`config.mk`:
```
export PLATFORM = sky130hd
export DESIGN_NAME = alert_threshold_offset_config
export DESIGN_NICKNAME = d
export VERILOG_FILES = /design/src/hw/alert_cfg_pkg.sv /design/src/hw/threshold_crc8.sv /design/src/hw/nvm_store.sv /design/src/hw/alert_threshold_offset_config.sv
export SDC_FILE = /design/constraint.sdc
export NUM_CORES = 1
export LEC_CHECK = 0
export BUFFER_PORTS_ARGS = -buffer_cell sky130_fd_sc_hd__buf_2
export CELL_PAD_IN_SITES_DETAIL_PLACEMENT = 0
export CELL_PAD_IN_SITES_GLOBAL_PLACEMENT = 2
export CORE_UTILIZATION = 39
export CTS_CLUSTER_DIAMETER = 60
export CTS_CLUSTER_SIZE = 24
export DETAILED_ROUTE_END_ITERATION = 16
export GPL_ROUTABILITY_DRIVEN = 0
export PLACE_DENSITY = 0.92
export SYNTH_ARGS = -nofsm -noshare
export SYNTH_HDL_FRONTEND = slang
export SYNTH_HIERARCHICAL = 1
export SYNTH_SLANG_ARGS = --single-unit
```
`constraint.sdc`:
```
create_clock -name core_clk_i -period 6.7 [get_ports core_clk_i]
set_input_delay 1.005 -clock core_clk_i [delete_from_list [all_inputs] [get_ports core_clk_i]]
set_output_delay 1.005 -clock core_clk_i [all_outputs]
set_load 0.02 [all_outputs]
```
`src/hw/alert_cfg_pkg.sv`:
```
// Purpose: constants for the event-threshold and measurement-offset configuration block
// Assumes: 16-bit threshold, offset and measurement words
// Notes:   threshold words pack humidity in the upper field and temperature in the lower field
package alert_cfg_pkg;
	localparam int          WORD_W          = 16;
	localparam int          HUM_FIELD_W     = 7;
	localparam int          TMP_FIELD_W     = 9;
	localparam int          HUM_FIELD_LSB   = 9;
	localparam int          OFS_MAG_W       = 7;
	localparam int          HUM_SIGN_BIT    = 15;
	localparam int          HUM_MAG_LSB     = 8;
	localparam int          TMP_SIGN_BIT    = 7;
	localparam int          TMP_MAG_LSB     = 0;
	localparam int          HUM_OFS_ALIGN   = 7;
	localparam int          TMP_OFS_ALIGN   = 6;
	localparam logic [15:0] SET_HIGH_RST    = 16'hCD33;
	localparam logic [15:0] CLEAR_HIGH_RST  = 16'hCB2D;
	localparam logic [15:0] SET_LOW_RST     = 16'h3266;
	localparam logic [15:0] CLEAR_LOW_RST   = 16'h3869;
	localparam logic [15:0] OFFSET_RST      = 16'h0000;
	localparam logic [7:0]  CRC_INIT        = 8'hFF;
	localparam logic [7:0]  CRC_POLY        = 8'h31;
	localparam logic [1:0]  SEL_SET_HIGH    = 2'h0;
	localparam logic [1:0]  SEL_CLEAR_HIGH  = 2'h1;
	localparam logic [1:0]  SEL_SET_LOW     = 2'h2;
	localparam logic [1:0]  SEL_CLEAR_LOW   = 2'h3;
	localparam int          NVM_WORDS       = 5;
	localparam logic [2:0]  NVM_OFFSET_ADDR = 3'h4;
	localparam int          PROG_TIME_US    = 50000;
	localparam int          CLK_MHZ         = 10;
	localparam int          PROG_CYCLES     = PROG_TIME_US * CLK_MHZ;
endpackage : alert_cfg_pkg

```
`src/hw/threshold_crc8.sv`:
```
// Purpose: CRC-8 over one 16-bit word, polynomial 0x31, initial 0xFF
// Assumes: purely combinational use
// Notes:   data enters msb first
`timescale 1ns/10ps
module threshold_crc8 (
	input  wire logic [15:0] data_i, // word to protect
	output logic      [7:0]  crc_o   // computed check byte
);
	always_comb begin
		logic [7:0] c;
		c = alert_cfg_pkg::CRC_INIT;
		for (int i = 15; i >= 0; i--) begin
			if (c[7] ^ data_i[i]) begin
				c = {c[6:0], 1'b0} ^ alert_cfg_pkg::CRC_POLY;
			end else begin
				c = {c[6:0], 1'b0};
			end
		end
		crc_o = c;
	end
endmodule : threshold_crc8

```
`src/hw/nvm_store.sv`:
```
// Purpose: small non-volatile word store with registered read data
// Assumes: contents persist across rst_i; only a fresh power-up loses them
// Notes:   valid bit per word tells whether a factory default is overridden
`timescale 1ns/10ps
module nvm_store #(
	parameter int DEPTH = 5,
	parameter int AW    = 3
) (
	input  wire logic          core_clk_i, // clock
	input  wire logic          wr_i,       // write strobe
	input  wire logic [AW-1:0] waddr_i,    // write address
	input  wire logic [15:0]   wdata_i,    // write data
	input  wire logic [AW-1:0] raddr_i,    // read address
	output logic      [15:0]   rdata_o,    // registered read data
	output logic               rvalid_o    // word at raddr has been programmed
);
	initial begin
		if (DEPTH > (1 << AW)) $error("nvm_store depth exceeds address range");
	end

	logic [15:0]      mem [DEPTH];
	logic [DEPTH-1:0] programmed = '0;

	always_ff @(posedge core_clk_i) begin
		if (wr_i) begin
			mem[waddr_i]        <= wdata_i;
			programmed[waddr_i] <= 1'b1;
		end
		rdata_o  <= mem[raddr_i];
		rvalid_o <= programmed[raddr_i];
	end
endmodule : nvm_store

```
`src/hw/alert_threshold_offset_config.sv`:
```
// Purpose: event thresholds, event output, measurement offset and non-volatile storage of both
// Assumes: command decode supplies one-cycle strobes with data and check byte
// Notes:   busy_o high means the bus must answer with NACK to any traffic
//
// Summary of operation
// - each threshold is 16 bits: humidity top 7 bits over temperature top 9 bits.
// - full results kept; only truncated upper bits are compared with thresholds.
// - after reset set-high, clear-high, set-low load defaults unless stored words exist.
// - after reset clear-low loads its default unless a stored word exists.
// - threshold write with wrong CRC is answered with a NACK.
// - temperature tracking stops when set-low temperature exceeds set-high temperature.
// - humidity tracking stops when set-low humidity exceeds set-high humidity.
// - transfer command stores thresholds; stored words replace defaults after reset.
// - offset bit 15 signs humidity, bit 7 signs temperature; set means add.
// - humidity correction uses raw humidity and its offset only, never a temperature result.
// - each offset write programs storage; bus is refused until done.
// - offset word packs two 7-bit magnitudes and two sign bits.
// - humidity magnitude aligns with result bits 13 down to 7.
// - temperature magnitude aligns with result bits 12 down to 6.
// - event set above set-high, released below clear-high; low side symmetric.
// - event output high while event present, low after it passes or status clear.
// - offset magnitudes ship as zero.
`timescale 1ns/10ps
module alert_threshold_offset_config #(
	parameter int PROG_CYCLES = alert_cfg_pkg::PROG_CYCLES
) (
	input  wire logic        core_clk_i,       // clock, 10 MHz
	input  wire logic        rst_i,            // synchronous reset, active high
	input  wire logic        thr_wr_i,         // threshold write strobe
	input  wire logic [1:0]  thr_sel_i,        // which threshold word
	input  wire logic [15:0] thr_data_i,       // threshold word
	input  wire logic [7:0]  thr_crc_i,        // check byte of threshold word
	input  wire logic [1:0]  thr_rd_sel_i,     // threshold word to read back
	input  wire logic        ofs_wr_i,         // offset write strobe
	input  wire logic [15:0] ofs_data_i,       // offset word
	input  wire logic        nvm_xfer_i,       // transfer thresholds to storage
	input  wire logic        meas_valid_i,     // new measurement pulse
	input  wire logic [15:0] hum_raw_i,        // raw humidity result
	input  wire logic [15:0] tmp_raw_i,        // raw temperature result
	input  wire logic        status_clr_i,     // status clear strobe
	output logic      [15:0] thr_rd_data_o,    // selected threshold word
	output logic      [15:0] ofs_rd_data_o,    // current offset word
	output logic             nack_o,           // pulse: refuse current write
	output logic             busy_o,           // storage load after reset or programming in progress
	output logic      [15:0] hum_out_o,        // corrected humidity result
	output logic      [15:0] tmp_out_o,        // corrected temperature result
	output logic             event_o           // event output
);
	initial begin
		if (PROG_CYCLES < 1) $error("PROG_CYCLES must be at least one");
	end

	typedef enum logic [2:0] {ST_LOAD, ST_LOAD_WAIT, ST_IDLE, ST_PROG_THR, ST_PROG_WAIT} state_t;

	// =====================================================================
	// state
	// =====================================================================
	state_t      state_reg, state_next;
	logic [15:0] thr_reg [4];
	logic [15:0] thr_next [4];
	logic [15:0] ofs_reg, ofs_next;
	logic [2:0]  idx_reg, idx_next;
	logic [31:0] cnt_reg, cnt_next;
	logic        nack_reg, nack_next;
	logic        hi_ev_reg, hi_ev_next;
	logic        lo_ev_reg, lo_ev_next;
	logic        event_reg, event_next;
	logic [15:0] hum_out_reg, hum_out_next;
	logic [15:0] tmp_out_reg, tmp_out_next;
	logic [15:0] thr_rd_reg, thr_rd_next;
	logic        busy_reg, busy_next;

	logic [7:0]  crc_calc;
	logic        nvm_wr;
	logic [2:0]  nvm_waddr;
	logic [15:0] nvm_wdata;
	logic [15:0] nvm_rdata;
	logic        nvm_rvalid;

	threshold_crc8 u_crc (
		.data_i (thr_data_i),
		.crc_o  (crc_calc)
	);

	nvm_store #(.DEPTH(alert_cfg_pkg::NVM_WORDS), .AW(3)) u_nvm (
		.core_clk_i (core_clk_i),
		.wr_i       (nvm_wr),
		.waddr_i    (nvm_waddr),
		.wdata_i    (nvm_wdata),
		.raddr_i    (idx_reg),
		.rdata_o    (nvm_rdata),
		.rvalid_o   (nvm_rvalid)
	);

	// =====================================================================
	// configuration and storage sequencing
	// =====================================================================
	always_comb begin
		state_next = state_reg;
		for (int i = 0; i < 4; i++) thr_next[i] = thr_reg[i];
		ofs_next  = ofs_reg;
		idx_next  = idx_reg;
		cnt_next  = cnt_reg;
		nack_next = 1'b0;
		nvm_wr    = 1'b0;
		nvm_waddr = idx_reg;
		nvm_wdata = thr_reg[idx_reg[1:0]];
		unique case (state_reg)
			ST_LOAD: begin
				state_next = ST_LOAD_WAIT;
			end
			ST_LOAD_WAIT: begin
				if (nvm_rvalid) begin
					// storage read data lag the address by one cycle, hence the wait state
					if (idx_reg == alert_cfg_pkg::NVM_OFFSET_ADDR) begin
						ofs_next = nvm_rdata;
					end else begin
						thr_next[idx_reg[1:0]] = nvm_rdata;
					end
				end
				if (idx_reg == alert_cfg_pkg::NVM_OFFSET_ADDR) begin
					idx_next   = 3'h0;
					state_next = ST_IDLE;
				end else begin
					idx_next   = idx_reg + 3'h1;
					state_next = ST_LOAD;
				end
			end
			ST_IDLE: begin
				if (thr_wr_i) begin
					if (crc_calc == thr_crc_i) begin
						thr_next[thr_sel_i] = thr_data_i;
					end else begin
						nack_next = 1'b1;
					end
				end else if (ofs_wr_i) begin
					ofs_next   = ofs_data_i;
					nvm_wr     = 1'b1;
					nvm_waddr  = alert_cfg_pkg::NVM_OFFSET_ADDR;
					nvm_wdata  = ofs_data_i;
					cnt_next   = 32'(PROG_CYCLES);
					state_next = ST_PROG_WAIT;
				end else if (nvm_xfer_i) begin
					idx_next   = 3'h0;
					state_next = ST_PROG_THR;
				end
			end
			ST_PROG_THR: begin
				nvm_wr = 1'b1;
				if (idx_reg == 3'h3) begin
					idx_next   = 3'h0;
					cnt_next   = 32'(PROG_CYCLES);
					state_next = ST_PROG_WAIT;
				end else begin
					idx_next = idx_reg + 3'h1;
				end
			end
			ST_PROG_WAIT: begin
				if (cnt_reg <= 32'h1) begin
					state_next = ST_IDLE;
				end else begin
					cnt_next = cnt_reg - 32'h1;
				end
			end
		endcase
		// busy follows the next state so the pin comes straight from a flop
		busy_next = (state_next != ST_IDLE);
	end

	// =====================================================================
	// offset application and event tracking
	// =====================================================================
	logic [15:0] hum_mag, tmp_mag;
	logic [16:0] hum_sum, tmp_sum;
	logic [6:0]  hum_tr, sh_h, ch_h, sl_h, cl_h;
	logic [8:0]  tmp_tr, sh_t, ch_t, sl_t, cl_t;
	logic        hum_track, tmp_track;
	logic        hi_set, hi_clr, lo_set, lo_clr;

	always_comb begin
		hum_mag = 16'(ofs_reg[alert_cfg_pkg::HUM_MAG_LSB +: alert_cfg_pkg::OFS_MAG_W]) << alert_cfg_pkg::HUM_OFS_ALIGN;
		tmp_mag = 16'(ofs_reg[alert_cfg_pkg::TMP_MAG_LSB +: alert_cfg_pkg::OFS_MAG_W]) << alert_cfg_pkg::TMP_OFS_ALIGN;
		// humidity and temperature corrected independently; clamp at range ends
		if (ofs_reg[alert_cfg_pkg::HUM_SIGN_BIT]) begin
			hum_sum = {1'b0, hum_raw_i} + {1'b0, hum_mag};
			hum_out_next = hum_sum[16] ? 16'hFFFF : hum_sum[15:0];
		end else begin
			hum_sum = {1'b0, hum_raw_i} - {1'b0, hum_mag};
			hum_out_next = hum_sum[16] ? 16'h0000 : hum_sum[15:0];
		end
		if (ofs_reg[alert_cfg_pkg::TMP_SIGN_BIT]) begin
			tmp_sum = {1'b0, tmp_raw_i} + {1'b0, tmp_mag};
			tmp_out_next = tmp_sum[16] ? 16'hFFFF : tmp_sum[15:0];
		end else begin
			tmp_sum = {1'b0, tmp_raw_i} - {1'b0, tmp_mag};
			tmp_out_next = tmp_sum[16] ? 16'h0000 : tmp_sum[15:0];
		end
		if (!meas_valid_i) begin
			hum_out_next = hum_out_reg;
			tmp_out_next = tmp_out_reg;
		end
		hum_tr = hum_out_next[15 -: alert_cfg_pkg::HUM_FIELD_W];
		tmp_tr = tmp_out_next[15 -: alert_cfg_pkg::TMP_FIELD_W];
		sh_h = thr_reg[alert_cfg_pkg::SEL_SET_HIGH][15 -: alert_cfg_pkg::HUM_FIELD_W];
		ch_h = thr_reg[alert_cfg_pkg::SEL_CLEAR_HIGH][15 -: alert_cfg_pkg::HUM_FIELD_W];
		sl_h = thr_reg[alert_cfg_pkg::SEL_SET_LOW][15 -: alert_cfg_pkg::HUM_FIELD_W];
		cl_h = thr_reg[alert_cfg_pkg::SEL_CLEAR_LOW][15 -: alert_cfg_pkg::HUM_FIELD_W];
		sh_t = thr_reg[alert_cfg_pkg::SEL_SET_HIGH][alert_cfg_pkg::TMP_FIELD_W-1:0];
		ch_t = thr_reg[alert_cfg_pkg::SEL_CLEAR_HIGH][alert_cfg_pkg::TMP_FIELD_W-1:0];
		sl_t = thr_reg[alert_cfg_pkg::SEL_SET_LOW][alert_cfg_pkg::TMP_FIELD_W-1:0];
		cl_t = thr_reg[alert_cfg_pkg::SEL_CLEAR_LOW][alert_cfg_pkg::TMP_FIELD_W-1:0];
		hum_track = !(sl_h > sh_h);
		tmp_track = !(sl_t > sh_t);
		hi_set = (hum_track && hum_tr > sh_h) || (tmp_track && tmp_tr > sh_t);
		hi_clr = (!hum_track || hum_tr < ch_h) && (!tmp_track || tmp_tr < ch_t);
		lo_set = (hum_track && hum_tr < sl_h) || (tmp_track && tmp_tr < sl_t);
		lo_clr = (!hum_track || hum_tr > cl_h) && (!tmp_track || tmp_tr > cl_t);
		hi_ev_next = hi_ev_reg;
		lo_ev_next = lo_ev_reg;
		if (meas_valid_i) begin
			// a measurement in the same cycle as a status clear wins
			if (hi_set) begin
				hi_ev_next = 1'b1;
			end else if (hi_clr) begin
				hi_ev_next = 1'b0;
			end
			if (lo_set) begin
				lo_ev_next = 1'b1;
			end else if (lo_clr) begin
				lo_ev_next = 1'b0;
			end
		end else if (status_clr_i) begin
			hi_ev_next = 1'b0;
			lo_ev_next = 1'b0;
		end
		event_next = hi_ev_next || lo_ev_next;
	end

	// =====================================================================
	// sequencer registers
	// =====================================================================
	always_ff @(posedge core_clk_i) begin
		if (rst_i) begin
			state_reg   <= ST_LOAD;
			thr_reg[alert_cfg_pkg::SEL_SET_HIGH]   <= alert_cfg_pkg::SET_HIGH_RST;
			thr_reg[alert_cfg_pkg::SEL_CLEAR_HIGH] <= alert_cfg_pkg::CLEAR_HIGH_RST;
			thr_reg[alert_cfg_pkg::SEL_SET_LOW]    <= alert_cfg_pkg::SET_LOW_RST;
			thr_reg[alert_cfg_pkg::SEL_CLEAR_LOW]  <= alert_cfg_pkg::CLEAR_LOW_RST;
			ofs_reg     <= alert_cfg_pkg::OFFSET_RST;
			idx_reg     <= 3'h0;
			cnt_reg     <= 32'h0;
			nack_reg    <= 1'b0;
			busy_reg    <= 1'b1;
		end else begin
			state_reg   <= state_next;
			for (int i = 0; i < 4; i++) thr_reg[i] <= thr_next[i];
			ofs_reg     <= ofs_next;
			idx_reg     <= idx_next;
			cnt_reg     <= cnt_next;
			nack_reg    <= nack_next;
			busy_reg    <= busy_next;
		end
	end

	// =====================================================================
	// measurement registers
	// =====================================================================
	always_ff @(posedge core_clk_i) begin
		if (rst_i) begin
			hi_ev_reg   <= 1'b0;
			lo_ev_reg   <= 1'b0;
			event_reg   <= 1'b0;
			hum_out_reg <= 16'h0000;
			tmp_out_reg <= 16'h0000;
		end else begin
			hi_ev_reg   <= hi_ev_next;
			lo_ev_reg   <= lo_ev_next;
			event_reg   <= event_next;
			hum_out_reg <= hum_out_next;
			tmp_out_reg <= tmp_out_next;
		end
	end

	// =====================================================================
	// threshold read-back
	// =====================================================================
	always_comb begin
		thr_rd_next = thr_reg[thr_rd_sel_i];
	end

	always_ff @(posedge core_clk_i) begin
		if (rst_i) begin
			thr_rd_reg <= 16'h0000;
		end else begin
			thr_rd_reg <= thr_rd_next;
		end
	end

	assign thr_rd_data_o = thr_rd_reg;
	assign ofs_rd_data_o = ofs_reg;
	assign nack_o        = nack_reg;
	assign busy_o        = busy_reg;
	assign hum_out_o     = hum_out_reg;
	assign tmp_out_o     = tmp_out_reg;
	assign event_o       = event_reg;
endmodule : alert_threshold_offset_config

```
==> summary by stage, run 1 <==
STA
The final setup TNS is 0 ns. The number of max-slew violations in the final report is 0. The number of failing setup endpoints in the final timing report is 0.

The worst setup margin is 1.85 ns. Setup repair after global routing left no endpoint under its margin. Hold is met by 0.449 ns. The minimum clock period is 4.85 ns. The period utilization is 72.4%.

The upper clock frequency limit is 206 MHz. The number of hold violations in the final report is 0. The worst clock skew is 0.0393 ns. The remaining max-slew budget at the tightest pin is 21.9%. The slew at the pin with the worst max-slew slack is 1.17 ns.

Synth
The flip-flop and latch count after synthesis is 275. The number of enable-type register cells in the synthesized netlist is 85. The fraction of post-synthesis cell area in the top cell type by area is 23.7%. Summed over all instances, the cell type with the most area after synthesis is dfxtp_1. For this run, asynchronously set or reset flops after synthesis account for 0%. The post-synthesis cell type count is 91. The net count after synthesis is 1820. The count of yosys warnings during synthesis is 6. The mean area per synthesized cell is 9.90 µm². The cell count after synthesis came out at 1621. The flip-flop cell with the highest count after synthesis is dfxtp_1. By area the synthesized netlist is led by dfxtp_1 (24%), edfxtp_1 (16%), ha_1 (8.7%). The part of the Yosys area used for sequential elements is 39.6%. The post-synthesis instance area is 16000 µm².

Placement
Timing analysis after detailed placement gives a worst setup slack of 1.32 ns. After legalization and detailed placement, the total HPWL measured 34500 µm. The port buffer count is 149. The post-place instance area is 17300 µm². In this run, placement finished with an instance count of 2224.

Setup path
The largest stage delay on the critical path is 0.52 ns. The number of cell instances on the worst register-to-register path is 16. The worst setup path category is in -> reg. The critical path goes through buf_2 -> ha_1 -> inv_1 -> fa_1 -> or2_2 -> a221oi_1 -> o41ai_1 -> o21ai_2 -> nor4b_1 -> o41ai_1 -> buf_4 -> ha_1 -> and3_1 -> and4_1 -> o2bb2ai_1 -> a211o_1 -> a21o_1 -> o31ai_1 -> o221ai_1. The cell count along the critical path is 19. The endpoint identified for the worst register-to-register timing path is event_o$_SDFF_PP0_. The kind of cell with the highest combined delay along the critical path is compound AO/OA/AOI/OAI gates. The critical path ends at event_o$_SDFF_PP0_. In this run the register-to-register setup slack is 1.87 ns. The worst setup path is captured at a flop. Of all nets on the critical path, the largest fanout is 5.

The startpoint kind of the worst setup timing path is a primary input. On the critical path, the stage with the largest delay is an instance of a221oi_1. Data on the critical path is required at its endpoint by 7.11 ns.

At the worst endpoint, the arrival time is 5.26 ns. The worst register-to-register path begins at ofs_rd_data_o[5]$_SDFFE_PP0P_. The most critical setup path has its startpoint at tmp_raw_i[6]. The critical path buffer and inverter count is 3.

Floorplanning
The overall die area is 42000 µm². The die height is 205 µm. The number of top-level pins is 150. The starting density of the core is 39.9%. Row generation in the floorplan step produced 73 rows. The floorplan step set the die width to 205 µm. The total area inside the core boundary comes to 40200 µm².

GRT
The via count of the first global-routing pass is 12500. Entering global routing, the biggest net connects 64 pins. The first-pass GRT wire length is 72000 µm. The overall overflow remaining after global route is 0.

The overall fraction of global-route tracks in use is 22.2%. The initial antenna violation count is 2.

Clock tree
The clock network latency to the later pin of the worst-skew pair is 0.59 ns. The total setup buffers inserted after CTS is 0. The cell at the root of the clock tree is clkbuf_16. The number of hold buffers added after CTS was 0. After clock tree synthesis, the clock-pin slew on the worst setup and hold paths is 0.06 ns. TritonCTS built the clock tree. The count of cells resized by post-cts repair is 0. The clock net sink count is 275. In this run the number of H-tree levels came out at 1. TritonCTS created 27 clock buffers.

The clock passes through at most 3 buffers.

Detailed routing
The routed length per placed instance is 20.6 µm. The number of DRC violations after detailed-routing iteration 0 is 1153. Once detail routing completed, the nets flagged for antenna violations numbered 0.

Summed over all layers, the routed wires come to 47000 µm. The number of vias per cell is 5.66. For this run, design rule violations remaining after detail routing come to 0. The first-pass detailed-route iteration total is 8. For this block, the via count after detailed routing is 12900.

Flow run
The number of violations of the max-capacitance limit is 0.

Finish
The final net count is 1927. The area of all placed cells without fillers is 18200 µm². The filler cell count is 3865. The proportion of layout cells with a drive suffix above 1 is 17.9%. The synthesis-to-layout area growth is 13.2%.

Leaving out filler cells and counting taps, the final layout contains 2275. Measured on the finished design, the core utilization comes to 45.2%. The number of flip-flops in the largest register is 80.

Pwr
The leakage power of the design is 7.30 nW. Power spread over the standard cell area amounts to 251 nW/µm². Total power for the finished layout comes to 4.56 mW.

The worst-case IR drop observed on VDD is 0.180 mV.

Worst hold path
The min-delay analysis places its worst path in the category reg -> reg.

Outcome
The run finished with clean final reports.
[synth_stat cells (17+ instances only)]
cell type / number
xor2_1: 24
a22o_1: 65
nand2_1: 113
inv_1: 125
nand2b_1: 17
nor3_1: 26
nor2b_1: 61
nor2_1: 134
o21ai_0: 48
ha_1: 112
mux2i_1: 20
a21oi_1: 76
edfxtp_1: 85
a22oi_1: 33
a311oi_1: 17
dfxtp_1: 190
clkbuf_1: 68
a221o_1: 32
nand3_1: 21
xnor2_1: 57
mux4_2: 32
[metal layers]
metal / routed length, µm / GRT usage, % / up-vias
met4: 1450 / 7.30 / 2
li1: - / - / 6192
met5: 13 / 0 / -
met2: 20600 / 34.4 / 425
met3: 3230 / 4.41 / 80
met1: 21700 / 30.8 / 6187
[cells in the final DEF, fill, tap and decap left out, types with 8 or more instances in the layout]
| master | instances |
|---|---|
| a211oi_1 | 16 |
| a211oi_2 | 9 |
| a21o_1 | 13 |
| a21oi_1 | 74 |
| a221o_1 | 32 |
| a221oi_1 | 9 |
| a221oi_2 | 9 |
| a22o_1 | 65 |
| a22oi_1 | 33 |
| a311oi_1 | 17 |
| buf_2 | 148 |
| buf_4 | 18 |
| clkbuf_16 | 27 |
| dfxtp_1 | 189 |
| edfxtp_1 | 85 |
| ha_1 | 112 |
| inv_1 | 125 |
| mux2_2 | 16 |
| mux2i_1 | 20 |
| mux4_2 | 32 |
| nand2_1 | 113 |
| nand2b_1 | 17 |
| nand3_1 | 21 |
| nand4_1 | 13 |
| nor2_1 | 132 |
| nor2b_1 | 61 |
| nor3_1 | 23 |
| nor4_1 | 8 |
| o21a_1 | 8 |
| o21ai_0 | 48 |
| o221ai_1 | 8 |
| or4_1 | 10 |
| xnor2_1 | 57 |
| xor2_1 | 24 |
[how the worst min path moves through the flow]
stage / slack, ns / end / from / depth (start not counted)
global placement: 0.44 / tmp_out_o[4]$_SDFFE_PP0P_ / tmp_out_o[4]$_SDFFE_PP0P_ / 2
finish: 0.45 / tmp_out_o[4]$_SDFFE_PP0P_ / tmp_out_o[4]$_SDFFE_PP0P_ / 2
global route: 0.47 / tmp_out_o[4]$_SDFFE_PP0P_ / tmp_out_o[4]$_SDFFE_PP0P_ / 2
detailed placement: 0.44 / tmp_out_o[4]$_SDFFE_PP0P_ / tmp_out_o[4]$_SDFFE_PP0P_ / 2
CTS: 0.45 / tmp_out_o[4]$_SDFFE_PP0P_ / tmp_out_o[4]$_SDFFE_PP0P_ / 2
floorplan: 0.45 / cnt_reg[19]$_SDFFE_PP0P_ / cnt_reg[19]$_SDFFE_PP0P_ / 2
[worst register-to-register path, delay by kind of cell, from the launching register on]
kind	cells	cell delay, ns
AOI/OAI and AO/OA	10	2.67
adders and majority gates	2	0.75
buffers and inverters	1	0.09
DFF	1	0.56
and+or+nand+nor	3	0.59
[kinds of logic after synthesis]
family                   share of synthesized area, %
AO/OA/AOI/OAI                                    19.9
multiplexers                                     6.86
AND/OR/NAND/NOR                                  13.8
buffers and inverters                            5.37
flip-flops                                       39.6
adder cells (fa/ha/maj)                          9.23
XOR/XNOR                                         5.28
[layout make-up]
type | count | area (µm²) | area share (%)
multi-input combinational | 1132 | 8890 | 48.9
sequential | 275 | 6360 | 35.0
timing repair buffer | 166 | 876 | 4.82
clock buffer | 33 | 698 | 3.84
tap | 525 | 657 | 3.62
inverter | 126 | 473 | 2.60
clock inverter | 15 | 206 | 1.14
antenna | 3 | 7.51 | 0.0413
[power by group]
group	internal [mW]	total [mW]	switching [mW]
clock	0.879	1.59	0.711
sequential	1.82	1.91	0.0931
combinational	0.448	1.07	0.617
total	3.14	4.56	1.42
(Power assumes the default switching activity.)
==> inputs of run 2 (changes only) <==
--- a/config.mk
+++ b/config.mk
@@ -5,10 +5,11 @@
 export SDC_FILE = /design/constraint.sdc
 export NUM_CORES = 1
 export LEC_CHECK = 0
+export ABC_AREA = 1
 export BUFFER_PORTS_ARGS = -buffer_cell sky130_fd_sc_hd__buf_2
 export CELL_PAD_IN_SITES_DETAIL_PLACEMENT = 0
 export CELL_PAD_IN_SITES_GLOBAL_PLACEMENT = 2
-export CORE_UTILIZATION = 39
+export CORE_UTILIZATION = 35
 export CTS_CLUSTER_DIAMETER = 60
 export CTS_CLUSTER_SIZE = 24
 export DETAILED_ROUTE_END_ITERATION = 16
==> constraint.sdc (replaced) <==
create_clock -name core_clk_i -period 4.8 [get_ports core_clk_i]
set_input_delay 0.72 -clock core_clk_i [delete_from_list [all_inputs] [get_ports core_clk_i]]
set_output_delay 0.72 -clock core_clk_i [all_outputs]
set_load 0.02 [all_outputs]
==> summary by stage, run 2 <==
STA
The number of failing setup endpoints in the final timing report is 0 (unchanged). The number of hold violations in the final report was 0 (unchanged). After layout, the minimum clock period comes to 4.14 ns. The number of max-slew violations in the final report is 0 (unchanged).

The worst setup margin is 0.657 ns (-1.19 ns). The remaining max-slew budget at the tightest pin is 28.5% (+6.6 points). The final setup TNS was 0 ns (unchanged).

The upper clock frequency limit is 241 MHz. The slew at the pin with the worst max-slew slack is 1.07 ns (-0.0989 ns). The period utilization is 86.3%.

Setup repair after global routing left no endpoint under its margin. The worst clock skew is 0.0424 ns (+0.00305 ns).

Detailed routing
The routed length per placed instance came to 18.1 µm (-12%). The via count is 16100 (+25%). The met2 wire length is 24300 µm (+18%). The number of vias per cell is 5.26 (-7.1%). Signal routing reaches up to met4.

The total detailed-routing wirelength is 55400 µm (+18%). The routed length on met1 is 25800 µm (+19%). The number of DRC violations after detailed-routing iteration 0 is 1407 (+22%).

The total met3 wirelength after detailed routing was 4200 µm (+30%). The remaining antenna violation count after routing is 0 (unchanged). The detailed-route DRC error count was 0 (unchanged). The first-pass detailed-route iteration total is 6 (-2).

Setup path
STA classifies the critical path startpoint as a flop. STA classifies the critical path endpoint as a flop. The cell with the biggest individual delay on the critical path is ha_1. The critical path's most frequent cell is nand2_1. The largest stage delay on the critical path is 0.41 ns (-0.11 ns). The data required time of the critical path is 5.29 ns (-1.82 ns). The data arrival time of the critical path is 4.63 ns (-0.63 ns). The largest fanout of any net on the critical path is 7 (+2). The critical path is of the reg -> reg type.

Clock tree
The number of H-tree branching levels is 1 (unchanged). The maximum root-to-sink buffer count is 3 (unchanged). The TritonCTS clock tree is built. The clock edge transition at the registers on the reported setup and hold paths is 0.09 ns (+0.03 ns).

The clock network latency to the later pin of the worst-skew pair is 0.58 ns (about the same). The hold buffer count at cts is 0 (unchanged). The cell at the root of the clock tree is clkbuf_16. The clock buffer count from CTS was 26 (-3.7%). The clock net sink count is 275 (unchanged). The total setup buffers inserted after CTS is 0 (unchanged). The count of cells resized by post-cts repair is 0 (unchanged).

Floorplanning
The number of top-level pins is 150 (unchanged). The x dimension of the die is 223 µm (+8.7%). The overall die area is 49500 µm² (+18%). The placeable core region is 47800 µm² (+19%).

The number of placement rows is 80 (+9.6%). The starting density of the core is 35.6% (-4.3 points). The die height is 223 µm (+8.7%).

Finish
The core utilization of the finished layout is 40.1% (-5.1 points). The final net count was 2624 (+36%). The synthesis-to-layout area growth is 12.7%. The non-filler instance count after layout was 3062 (+35%). Leaving out fill and tap cells, the most frequent cell in the layout is nand2_1. The proportion of layout cells with a drive suffix above 1 is 12.5% (-5.4 points). The area of all placed cells without fillers is 19200 µm² (+5.6%). The filler cell count is 4932 (+28%). In the layout the commonest cells are nand2_1 (528), inv_1 (296), a21oi_1 (247), o21ai_0 (201), dfxtp_1 (190). The number of flip-flops in the largest register came to 80 (unchanged).

Placement
The worst setup timing slack at the placement stage is 0.362 ns (-0.958 ns). The half-perimeter wire length after placement is 42000 µm (+22%). The post-place instance area is 18200 µm² (+5.6%). The port buffer count was 149 (unchanged). The number of placed instances, taps included is 3012 (+35%).

GRT
The largest net degree at the start of global routing was 73 (+14%). The via count of the first global-routing pass is 14900 (+19%). The first-pass GRT wire length is 86000 µm (+19%). The overall overflow remaining after global route is 0 (unchanged). The overall fraction of global-route tracks in use is 21.9% (-0.32 points).

The initial antenna violation count is 1 (-1).

Outcome
The flow ran to the end, and the final reports show no timing, DRC or antenna violations.

Pwr
The highest ir drop seen on vdd is 0.251 mV (+39%). The leakage power of the design is 9.14 nW (+25%). The power density over the cells came to 378 nW/µm² (+50%).

Synth
The multiplexer share of the synthesized area is 0% (-6.9 points). The largest area contributor in the netlist is dfxtp_1. The post-synthesis cell type count is 63 (-31%). The largest family of logic cells by synthesized area is simple AND/OR/NAND/NOR gates. The xor/xnor share of the synthesized area is 2.31% (-3.0 points). The proportion of register bits with asynchronous set or reset after synthesis was 0% (unchanged). The flip-flop cell with the highest count after synthesis is dfxtp_1.

Sorting the synthesized cells by area gives the leading types as dfxtp_1 (22%), edfxtp_1 (15%), nand2_1 (12%). The dominant cell by count in the synthesized netlist is nand2_1. The flip-flop and latch count after synthesis is 275 (unchanged). The mean area per synthesized cell was 7.34 µm² (-26%).

The net count after synthesis is 2517 (+38%). The post-synthesis simple-gate area fraction is 22.5% (+8.7 points). The compound-gate portion of the synthesized area is 19.3% (-0.60 points). The synthesized netlist cell count is 2318 (+43%). The part of the Yosys area used for sequential elements is 37.3% (-2.3 points). The adder and majority gate portion of the synthesized area is 8.70% (-0.53 points). The number of enable-type register cells in the synthesized netlist is 85 (unchanged). The commonest cells after synthesis are nand2_1 (528), inv_1 (297), a21oi_1 (247).

The count of yosys warnings during synthesis came to 6 (unchanged). The post-synthesis instance area is 17000 µm² (+6.1%). The fraction of post-synthesis cell area in the top cell type by area is 22.3% (-1.4 points).

Worst hold path
In this run the worst hold path is classified as in -> reg.

Flow run
The number of violations of the max-capacitance limit is 0 (unchanged).
[run 2: metrics by stage]
step	hold slack, ns	total power, mW
after floorplan	0.415	4.29
after global placement	0.426	4.94
after detailed placement	0.427	4.97
after CTS	0.415	7.28
after global routing	0.442	7.66
final	0.430	7.25
[run 2: area by class of cell]
cell class	instances	area [µm²]	area share, %
antenna	2	5.00	0.0261
clock buffer	28	701	3.65
clock inverter	20	264	1.38
inverter	323	1220	6.36
multi-input combinational	1630	8980	46.8
sequential	275	6360	33.1
tap	615	769	4.01
timing repair buffer	169	896	4.67
[run 2: path summary, 6_finish.rpt]
kind                                      start                        end  slack [ns]  depth (start not counted)
hold reg to reg       u_nvm/mem[4][9]$_DFFE_PP_   u_nvm/rdata_o[9]$_DFF_P_        0.45                          2
hold / removal                     hum_raw_i[5]  hum_out_o[5]$_SDFFE_PP0P_        0.43                          3
setup reg to reg  ofs_rd_data_o[3]$_SDFFE_PP0P_         event_o$_SDFF_PP0_        0.66                         28
setup / recovery  ofs_rd_data_o[3]$_SDFFE_PP0P_         event_o$_SDFF_PP0_        0.66                         28
[run 2: kinds of logic (layout without fill, tap and decap cells)]
group,after synthesis,in the layout
AND/OR/NAND/NOR,877,877
AO/OA/AOI/OAI,593,593
buffers and inverters,413,540
flip-flops,275,275
adder cells (fa/ha/maj),116,116
XOR/XNOR,44,44
other,0,2
[run 2: where the power goes]
part / switching [mW] / total, mW / internal, mW
combinational: 1.51 / 2.20 / 0.687
clock: 1.11 / 2.30 / 1.19
sequential: 0.117 / 2.75 / 2.64
total: 2.73 / 7.25 / 4.52
[run 2: routing by layer]
layer	up-vias	GRT usage, %
met5	-	0
met2	576	34.6
li1	7958	-
met3	68	3.93
met1	7504	30.7
met4	0	5.49
[run 2: critical path: cells and delay by family (launching register included)]
kind | cells | cell delay, ns
AOI/OAI and AO/OA | 8 | 1.30
and+or+nand+nor | 15 | 1.28
adders and majority gates | 2 | 0.76
DFF | 1 | 0.38
buffers and inverters | 3 | 0.34
